## src/rtl/uts_pkg.sv

```systemverilog
// Package for the ultrasonic trigger select block: select codes and reset values.
// Assumes a single clock domain and 2-bit select fields.
package uts_pkg;
  localparam int SEL_W = 2;
  typedef logic [SEL_W-1:0] uts_sel_t;
  // Power-up trigger select codes.
  localparam uts_sel_t PWR_SEL_SOFT = 2'h0;
  localparam uts_sel_t PWR_SEL_RTC = 2'h1;
  localparam uts_sel_t PWR_SEL_TA0 = 2'h2;
  localparam uts_sel_t PWR_SEL_PIN = 2'h3;
  // Pulse generator trigger select codes.
  localparam uts_sel_t PPG_SEL_SOFT = 2'h0;
  localparam uts_sel_t PPG_SEL_ACQ = 2'h1;
  localparam uts_sel_t PPG_SEL_TA2 = 2'h2;
  localparam uts_sel_t PPG_SEL_RSVD = 2'h3;
  // Acquisition sequencer trigger select codes.
  localparam uts_sel_t ACQ_SEL_SOFT = 2'h0;
  localparam uts_sel_t ACQ_SEL_PWR = 2'h1;
  localparam uts_sel_t ACQ_SEL_TA1 = 2'h2;
  localparam uts_sel_t ACQ_SEL_RSVD = 2'h3;
  // Register map, byte addresses, and select register reset value.
  localparam logic [31:0] OFS_SELECT = 32'h0000_0000;
  localparam logic [31:0] OFS_SOFT = 32'h0000_0004;
  localparam logic [31:0] OFS_STATUS = 32'h0000_0008;
  localparam logic [31:0] RST_SELECT = 32'h0000_0000;
  // Field positions in the select register.
  localparam int POS_PWR = 0;
  localparam int POS_PPG = 2;
  localparam int POS_ACQ = 4;
  // Field positions in the soft trigger register.
  localparam int POS_SOFT_PWR = 0;
  localparam int POS_SOFT_PPG = 1;
  localparam int POS_SOFT_ACQ = 2;
endpackage

```

## src/rtl/uts_mux_if.sv

```systemverilog
// Interface carrying one 4-way trigger mux: select, sources and output.
// Assumes the mux is purely combinational.
`timescale 1ns/1ns
interface uts_mux_if;
  logic [1:0] sel;
  logic [3:0] src;
  logic trig;
  modport mux (input sel, input src, output trig);
  modport user (output sel, output src, input trig);
endinterface

```

## src/rtl/uts_top.sv

```systemverilog
// Ultrasonic trigger select: three selectors with AHB-Lite register access.
// Assumes all trigger sources are synchronous single-clock signals.
// Operation
// Power-up code 00 soft bit, 01 RTC
// Power-up code 10 timer A0, 11 pin
// Pulse gen: soft, acq seq, timer A2
// Software never writes pulse gen code 11
// Acq seq: soft, power seq, timer A1
// Reserved code gives no trigger
//
// Implementation choices: the address map and the AHB-Lite register port.
`timescale 1ns/1ns
module uts_top (
  // Clock, reset, enable.
  input wire logic i_clk,
  input wire logic i_reset,
  input wire logic i_ce,
  // AHB-Lite slave.
  input wire logic i_hsel,
  input wire logic [31:0] i_haddr,
  input wire logic [1:0] i_htrans,
  input wire logic i_hwrite,
  input wire logic [2:0] i_hsize,
  input wire logic [31:0] i_hwdata,
  input wire logic i_hready,
  output logic [31:0] o_hrdata,
  output logic o_hreadyout,
  output logic o_hresp,
  // Trigger sources.
  input wire logic i_rtc_event,
  input wire logic i_timer_a0_compare_channel_2,
  input wire logic i_port1_pin7,
  input wire logic i_acquisition_sequencer,
  input wire logic i_timer_a2_compare_channel_1,
  input wire logic i_power_sequencer,
  input wire logic i_timer_a1_compare_channel_2,
  // Triggers to engines.
  output logic o_power_up_trig,
  output logic o_pulse_gen_trig,
  output logic o_acq_seq_trig
);
  import uts_pkg::*;

  // True when an address phase is taken at this edge.
  function automatic logic take_f(input logic sel, input logic rdy, input logic [1:0] trans);
    take_f = sel && rdy && trans[1];
  endfunction

  logic take;
  logic [5:0] sel_r, sel_nxt;
  logic [2:0] soft_r, soft_nxt;
  logic [2:0] trig_r, trig_nxt;
  logic wr_pend_r, wr_pend_nxt;
  logic [31:0] wr_addr_r, wr_addr_nxt;
  logic [31:0] rdata_r, rdata_nxt;
  logic [2:0] mux_out;

  uts_mux_if pwr_if();
  uts_mux_if ppg_if();
  uts_mux_if acq_if();

  assign pwr_if.sel = sel_r[POS_PWR +: SEL_W];
  assign pwr_if.src = {i_port1_pin7, i_timer_a0_compare_channel_2, i_rtc_event,
                       soft_r[POS_SOFT_PWR]};
  assign ppg_if.sel = sel_r[POS_PPG +: SEL_W];
  assign ppg_if.src = {1'b0, i_timer_a2_compare_channel_1, i_acquisition_sequencer,
                       soft_r[POS_SOFT_PPG]};
  assign acq_if.sel = sel_r[POS_ACQ +: SEL_W];
  assign acq_if.src = {1'b0, i_timer_a1_compare_channel_2, i_power_sequencer,
                       soft_r[POS_SOFT_ACQ]};
  assign mux_out = {acq_if.trig, ppg_if.trig, pwr_if.trig};

  uts_mux #(.HAS_RSVD(1'b0)) u_pwr (.m(pwr_if));
  uts_mux #(.HAS_RSVD(1'b1)) u_ppg (.m(ppg_if));
  uts_mux #(.HAS_RSVD(1'b1)) u_acq (.m(acq_if));

  assign take = take_f(i_hsel, i_hready, i_htrans);
  assign o_hreadyout = 1'b1;
  assign o_hresp = 1'b0;
  assign o_hrdata = rdata_r;
  assign o_power_up_trig = trig_r[0];
  assign o_pulse_gen_trig = trig_r[1];
  assign o_acq_seq_trig = trig_r[2];

  always_comb begin
    sel_nxt = sel_r;
    soft_nxt = 3'h0;
    wr_pend_nxt = 1'b0;
    wr_addr_nxt = wr_addr_r;
    rdata_nxt = rdata_r;
    if (wr_pend_r) begin
      if (wr_addr_r == OFS_SELECT) begin
        sel_nxt = i_hwdata[5:0];
      end else if (wr_addr_r == OFS_SOFT) begin
        soft_nxt = i_hwdata[2:0];
      end
    end
    if (take) begin
      wr_pend_nxt = i_hwrite;
      wr_addr_nxt = i_haddr;
      if (!i_hwrite) begin
        unique case (i_haddr)
          OFS_SELECT: rdata_nxt = {26'h000_0000, sel_nxt};
          OFS_STATUS: rdata_nxt = {29'h0000_0000, trig_r};
          default: rdata_nxt = 32'h0000_0000;
        endcase
      end
    end
  end

  always_comb begin
    trig_nxt = mux_out;
  end

  always_ff @(posedge i_clk) begin
    if (i_reset) begin
      trig_r <= 3'h0;
    end else if (i_ce) begin
      trig_r <= trig_nxt;
    end
  end

  always_ff @(posedge i_clk) begin
    if (i_reset) begin
      sel_r <= RST_SELECT[5:0];
      soft_r <= 3'h0;
      wr_pend_r <= 1'b0;
      wr_addr_r <= 32'h0000_0000;
      rdata_r <= 32'h0000_0000;
    end else if (i_ce) begin
      sel_r <= sel_nxt;
      soft_r <= soft_nxt;
      wr_pend_r <= wr_pend_nxt;
      wr_addr_r <= wr_addr_nxt;
      rdata_r <= rdata_nxt;
    end
  end

  ppg_rsvd_a: assert property (@(posedge i_clk) disable iff (i_reset)
    i_ce && sel_r[3:2] == PPG_SEL_RSVD |=> !o_pulse_gen_trig)
    else $error("pulse gen triggered on reserved code");
  acq_rsvd_a: assert property (@(posedge i_clk) disable iff (i_reset)
    i_ce && sel_r[5:4] == ACQ_SEL_RSVD |=> !o_acq_seq_trig)
    else $error("acq seq triggered on reserved code");
  pwr_rtc_a: assert property (@(posedge i_clk) disable iff (i_reset)
    i_ce && sel_r[1:0] == PWR_SEL_RTC |=> o_power_up_trig == $past(i_rtc_event))
    else $error("power-up not following rtc");
  pwr_pin_a: assert property (@(posedge i_clk) disable iff (i_reset)
    i_ce && sel_r[1:0] == PWR_SEL_PIN |=> o_power_up_trig == $past(i_port1_pin7))
    else $error("power-up not following pin");
  pwr_ta0_a: assert property (@(posedge i_clk) disable iff (i_reset)
    i_ce && sel_r[1:0] == PWR_SEL_TA0
    |=> o_power_up_trig == $past(i_timer_a0_compare_channel_2))
    else $error("power-up not following timer a0");
  ppg_ta2_a: assert property (@(posedge i_clk) disable iff (i_reset)
    i_ce && sel_r[3:2] == PPG_SEL_TA2
    |=> o_pulse_gen_trig == $past(i_timer_a2_compare_channel_1))
    else $error("pulse gen not following timer a2");
  ppg_acq_a: assert property (@(posedge i_clk) disable iff (i_reset)
    i_ce && sel_r[3:2] == PPG_SEL_ACQ
    |=> o_pulse_gen_trig == $past(i_acquisition_sequencer))
    else $error("pulse gen not following acq seq");
  acq_pwr_a: assert property (@(posedge i_clk) disable iff (i_reset)
    i_ce && sel_r[5:4] == ACQ_SEL_PWR |=> o_acq_seq_trig == $past(i_power_sequencer))
    else $error("acq seq not following power seq");
  acq_ta1_a: assert property (@(posedge i_clk) disable iff (i_reset)
    i_ce && sel_r[5:4] == ACQ_SEL_TA1
    |=> o_acq_seq_trig == $past(i_timer_a1_compare_channel_2))
    else $error("acq seq not following timer a1");

  pwr_soft_a: assert property (@(posedge i_clk) disable iff (i_reset)
    i_ce && sel_r[1:0] == PWR_SEL_SOFT
    |=> o_power_up_trig == $past(soft_r[POS_SOFT_PWR]))
    else $error("power-up not following soft bit");
  ppg_soft_a: assert property (@(posedge i_clk) disable iff (i_reset)
    i_ce && sel_r[3:2] == PPG_SEL_SOFT
    |=> o_pulse_gen_trig == $past(soft_r[POS_SOFT_PPG]))
    else $error("pulse gen not following soft trigger");
  acq_soft_a: assert property (@(posedge i_clk) disable iff (i_reset)
    i_ce && sel_r[5:4] == ACQ_SEL_SOFT
    |=> o_acq_seq_trig == $past(soft_r[POS_SOFT_ACQ]))
    else $error("acq seq not following soft trigger");

  reset_clear_a: assert property (@(posedge i_clk)
    i_reset |=> trig_r == 3'h0 && sel_r == RST_SELECT[5:0] && o_hrdata == 32'h0000_0000)
    else $error("state not cleared by reset");
  trig_freeze_a: assert property (@(posedge i_clk) disable iff (i_reset)
    !i_ce |=> trig_r == $past(trig_r))
    else $error("triggers moved while disabled");
  sel_freeze_a: assert property (@(posedge i_clk) disable iff (i_reset)
    !i_ce |=> sel_r == $past(sel_r))
    else $error("select moved while disabled");
  rdata_freeze_a: assert property (@(posedge i_clk) disable iff (i_reset)
    !i_ce |=> o_hrdata == $past(o_hrdata))
    else $error("read data moved while disabled");

  sel_write_a: assert property (@(posedge i_clk) disable iff (i_reset)
    i_ce && wr_pend_r && wr_addr_r == OFS_SELECT
    |=> sel_r == $past(i_hwdata[5:0]))
    else $error("select write lost");
  soft_clear_a: assert property (@(posedge i_clk) disable iff (i_reset)
    i_ce && !(wr_pend_r && wr_addr_r == OFS_SOFT)
    |=> soft_r == 3'h0)
    else $error("soft trigger not self-clearing");
  pend_clear_a: assert property (@(posedge i_clk) disable iff (i_reset)
    i_ce && !take |=> !wr_pend_r)
    else $error("write pending without address phase");
  sel_read_a: assert property (@(posedge i_clk) disable iff (i_reset)
    i_ce && take && !i_hwrite && i_haddr == OFS_SELECT
    |=> o_hrdata == {26'h000_0000, $past(sel_nxt)})
    else $error("select read wrong");
  soft_read_a: assert property (@(posedge i_clk) disable iff (i_reset)
    i_ce && take && !i_hwrite && i_haddr == OFS_SOFT
    |=> o_hrdata == 32'h0000_0000)
    else $error("soft register read not zero");
  status_read_a: assert property (@(posedge i_clk) disable iff (i_reset)
    i_ce && take && !i_hwrite && i_haddr == OFS_STATUS
    |=> o_hrdata == {29'h0000_0000, $past(trig_r)})
    else $error("status read wrong");
  bus_okay_a: assert property (@(posedge i_clk)
    o_hreadyout && !o_hresp)
    else $error("bus response not ready and okay");
endmodule

```

## src/rtl/uts_mux.sv

```systemverilog
// One 4-way trigger selector with an optional reserved code.
// Assumes sources are synchronous to the block clock.
`timescale 1ns/1ns
module uts_mux #(
  parameter bit HAS_RSVD = 1'b1
) (
  uts_mux_if.mux m
);
  always_comb begin
    if (HAS_RSVD && m.sel == 2'h3) begin
      m.trig = 1'b0;
    end else begin
      m.trig = m.src[m.sel];
    end
  end
endmodule

```

## config.mk

```make
export PLATFORM = sky130hd
export DESIGN_NAME = uts_top
export DESIGN_NICKNAME = d
export VERILOG_FILES = /design/src/rtl/uts_pkg.sv /design/src/rtl/uts_mux_if.sv /design/src/rtl/uts_top.sv /design/src/rtl/uts_mux.sv
export SDC_FILE = /design/constraint.sdc
export NUM_CORES = 1
export LEC_CHECK = 0
export BUFFER_PORTS_ARGS = -buffer_cell sky130_fd_sc_hd__buf_2
export CAP_MARGIN = 20
export CORE_MARGIN = 2
export CORE_UTILIZATION = 40
export DETAILED_ROUTE_END_ITERATION = 8
export PLACE_DENSITY = 0.71
export SLEW_MARGIN = 10
export SYNTH_ARGS = -nofsm -noshare
export SYNTH_HDL_FRONTEND = slang
export SYNTH_HIERARCHICAL = 1
export SYNTH_SLANG_ARGS = --single-unit
```

## constraint.sdc

```tcl
create_clock -name i_clk -period 4.56 [get_ports i_clk]
set_clock_uncertainty 0.2 [all_clocks]
set_input_delay 1.14 -clock i_clk [delete_from_list [all_inputs] [get_ports i_clk]]
set_output_delay 1.14 -clock i_clk [all_outputs]
set_load 0.02 [all_outputs]
```

==> Implementation_results.wiki <==
{| class="wikitable"
! Metric !! Value
|-
| Number of sinks on the clock net || slightly above 50
|-
| Final setup TNS || 0 ns
|-
| Warnings from Yosys || 6
|-
| Clock-pin slew on the worst setup and hold paths || approximately 0.090 ns
|-
| Maximum Capacitance Violations || 0
|-
| Top-level port count || between 100 and 150
|-
| Iteration count of the initial detailed-routing pass || 4
|-
| TritonCTS clock tree || yes
|-
| Logic depth of the worst register-to-register path || 5
|-
| Fraction of layout instances using a drive strength above 1 || roughly a quarter
|-
| Reg power frac || approximately 53%
|-
| Seq cells post-synth || 51
|-
| GRT Overall Usage || around 16%
|-
| Area of the mapped netlist || about 2400 um^2
|-
| Share of the yosys chip area belonging to registers || a little over two fifths
|-
| Crit path max fanout || 34
|-
| Post-layout min period || between 2 and 3 ns
|-
| Kind of start point of the critical path || primary input
|-
| Core Footprint || 5850 um^2
|-
| Maximum number of pins on one net before global-route repair || between 40 and 50
|-
| Top achievable clock speed || between 300 and 400 MHz
|-
| Standby leakage power || 1.06 nW
|-
| Count of mapped cells out of synthesis || ~270
|-
| H-tree levels || 2
|-
| Worst Hold Depth || 2
|-
| Detailed-route vias per instance || approximately 5
|-
| Drt first-iter violations || between 70 and 80
|-
| Die Footprint || between 6000 and 7000 um^2
|-
| Layout Nets || between 400 and 500
|-
| Synth-to-Final Area Change || 14.6%
|-
| Congestion Overflow GR || 0
|-
| Effective utilization at floorplan || approximately 41%
|-
| Worst min-delay path category || reg -> reg
|-
| Kind of critical path || in -> reg
|-
| Antenna diode count || 0
|-
| Number of port buffers || 60
|-
| Hold Fails Final Rpt || 0
|-
| Area of combinational cells with multiple inputs || ~1200 um^2
|-
| Rows || 28
|-
| Switching Share || 25.3%
|-
| Sequential cell area in the final layout || around 1000 um^2
|-
| Synthesized area per cell || between 8 and 9 um^2
|-
| Hold_buf cts || 0
|-
| # DRC || 0
|-
| Max clock buf depth || 2
|-
| Part of the power in combinational logic || between 10% and 20%
|-
| Via count of the first global-routing pass || between 1500 and 2000
|-
| Required time at the endpoint of the critical path || ~4.6 ns
|-
| Number of max-slew violations in the final report || 0
|-
| Final GP Congestion || 0.731
|-
| Share of total power in the clock network || between 30% and 40%
|-
| Antenna violation net count after detailed routing || 0
|-
| Number of unique standard cell types used by synthesis || 29
|-
| Setup repair after global routing missed its margin || no
|-
| Number of buffers inserted during clock tree synthesis || 5
|-
| Total wirelength of the detailed-routed design || 5080 um
|-
| PD cells || 313 nW/um^2
|-
| Half-perimeter wire length after placement || between 3000 and 4000 um
|-
| Layout filler cell count || around 600
|-
| Setup bufs post-CTS || 0
|-
| Y dimension of the die || between 80 and 90 um
|-
| Final worst path period share || 64.5%
|-
| Die Width || between 80 and 90 um
|-
| Worst slew margin || 45.3%
|-
| Root buffer selected by CTS || sky130_fd_sc_hd__clkbuf_8
|-
| Routed length per placed instance || around 13 um
|-
| Run status || completed
|-
| Switching power || about 0.22 mW
|-
| Slew @ Worst Pin || between 0.8 and 0.9 ns
|-
| Capturing element type of the critical path || flop
|-
| First-pass GRT wire length || between 8000 and 9000 um
|-
| Resize count post-CTS || 0
|-
| Initial antenna violation count || 0
|-
| Setup violation total in the final timing report || 0
|-
| Internal power of the cells || 0.643 mW
|-
| Arrival @ worst endpoint || around 3.0 ns
|-
| Final-layout worst hold slack || ~0.25 ns
|-
| Total number of vias || 1968
|-
| Maximum ir drop on the vdd rail || 0.131 mV
|-
| Latest clock arrival within the worst-skew pair || 0.30 ns
|}
## cell families (layout without fill, tap and decap cells)
logic type             count (synthesis)  after routing  share of synthesized area, %
other                                  2             28                         0.313
AO/OA/AOI/OAI                         47             47                          10.7
buffers and inverters                 42             70                          11.2
multiplexers                          18             18                          8.03
flip-flops                            51             51                          42.6
AND/OR/NAND/NOR                      114            114                          27.2
## routing by layer
metal	vias to the layer above	track usage, %	share of wire (%)
li1	989	-	-
met1	910	20.0	45
met2	63	27.4	48
met3	6	5.05	6.4
met4	0	4.58	1.2
met5	-	0	0
## cell usage in the layout, fill, tap and decap left out, drive strengths merged, types with 4 or more instances in the layout
cell type	count
nand4	4
buf	62
o21ai	6
a21oi	33
clkbuf	5
mux2i	17
nor2	13
nand2	70
dfxtp	51
conb	28
nor4	17
## cell type report
type	instances	area share, %
Multi-Input combinational cell	207	43.9
Sequential cell	51	37.2
Timing Repair Buffer	62	11.5
Tap cell	75	3.42
Clock buffer	5	2.50
Clock inverter	2	1.37
Inverter	1	0.137
## critical path: stages
cell                       delay (ns)
sky130_fd_sc_hd__buf_2           0.23
sky130_fd_sc_hd__and4_1          0.23
sky130_fd_sc_hd__buf_4           0.31
sky130_fd_sc_hd__nand2b_1        0.14
sky130_fd_sc_hd__nor4_1          0.66
sky130_fd_sc_hd__a22oi_1         0.13
sky130_fd_sc_hd__o21ai_1         0.12
## cell usage after synthesis
master / instances / area share [%]
sky130_fd_sc_hd__nand2_1: 69 / 11
sky130_fd_sc_hd__dfxtp_1: 51 / 43
sky130_fd_sc_hd__a21oi_1: 33 / 6.9
sky130_fd_sc_hd__buf_4: 29 / 9.1
sky130_fd_sc_hd__mux2i_1: 17 / 7.1
sky130_fd_sc_hd__nor2_1: 13 / 2.0
sky130_fd_sc_hd__clkbuf_1: 11 / 1.7
sky130_fd_sc_hd__nor4_1: 9 / 2.3
sky130_fd_sc_hd__nor4_4: 6 / 5.3
sky130_fd_sc_hd__o21ai_1: 6 / 1.3
sky130_fd_sc_hd__a22o_1: 3 / 1.1
sky130_fd_sc_hd__a22oi_1: 3 / 0.94
sky130_fd_sc_hd__nand4_1: 3 / 0.78
sky130_fd_sc_hd__conb_1: 2 / 0.31
sky130_fd_sc_hd__nand2b_1: 2 / 0.52
sky130_fd_sc_hd__nor2b_1: 2 / 0.52
sky130_fd_sc_hd__nor4_2: 2 / 1.0
sky130_fd_sc_hd__o22ai_1: 2 / 0.52
sky130_fd_sc_hd__and4_1: 1 / 0.37
sky130_fd_sc_hd__and4b_1: 1 / 0.42
sky130_fd_sc_hd__buf_2: 1 / 0.21
sky130_fd_sc_hd__inv_1: 1 / 0.16
sky130_fd_sc_hd__mux4_2: 1 / 0.94
sky130_fd_sc_hd__nand2_2: 1 / 0.26
sky130_fd_sc_hd__nand3_2: 1 / 0.42
sky130_fd_sc_hd__nand4_4: 1 / 0.89
sky130_fd_sc_hd__nor3_1: 1 / 0.21
sky130_fd_sc_hd__nor4b_4: 1 / 0.99
sky130_fd_sc_hd__or4_1: 1 / 0.31
## power by group through the flow
stage               clock [mW]  sequential [mW]  combinational [mW]
detailed placement           0            0.467              0.0905
floorplan                    0            0.466              0.0754
finish                   0.313            0.457              0.0902
global route             0.334            0.458               0.101
global placement             0            0.467              0.0893
CTS                      0.317            0.457              0.0906
## sequential cells by signal, summed over array words and instances (netlist names)
name       flops
wr_addr_r     32
o_hrdata       6
sel_r          6
soft_r         3
trig_r         3
wr_pend_r      1
## metrics by stage
step,std cells,utilization [%],instance area [um^2],power [mW],worst slack [ns]
2_1_floorplan,300,-,2500,0.542,1.92
3_5_place_dp,396,45.1,2640,0.558,1.32
6_report,403,47.0,2750,0.860,1.62
4_1_cts,403,47.0,2750,0.865,1.64
3_3_place_gp,396,45.1,2640,0.556,1.36
5_1_grt,403,47.0,2750,0.892,1.47
## worst paths after layout
check	endpoint	startpoint	slack, ns
worst min register to register	o_hrdata[5]	o_hrdata[5]	0.25
worst max register to register	sel_r[2]	wr_addr_r[11]	2.43
worst max-delay path	o_hrdata[2]	i_ce	1.62
worst min-delay path	o_hrdata[5]	o_hrdata[5]	0.25
Note: power is estimated with default switching activity, not from simulation.
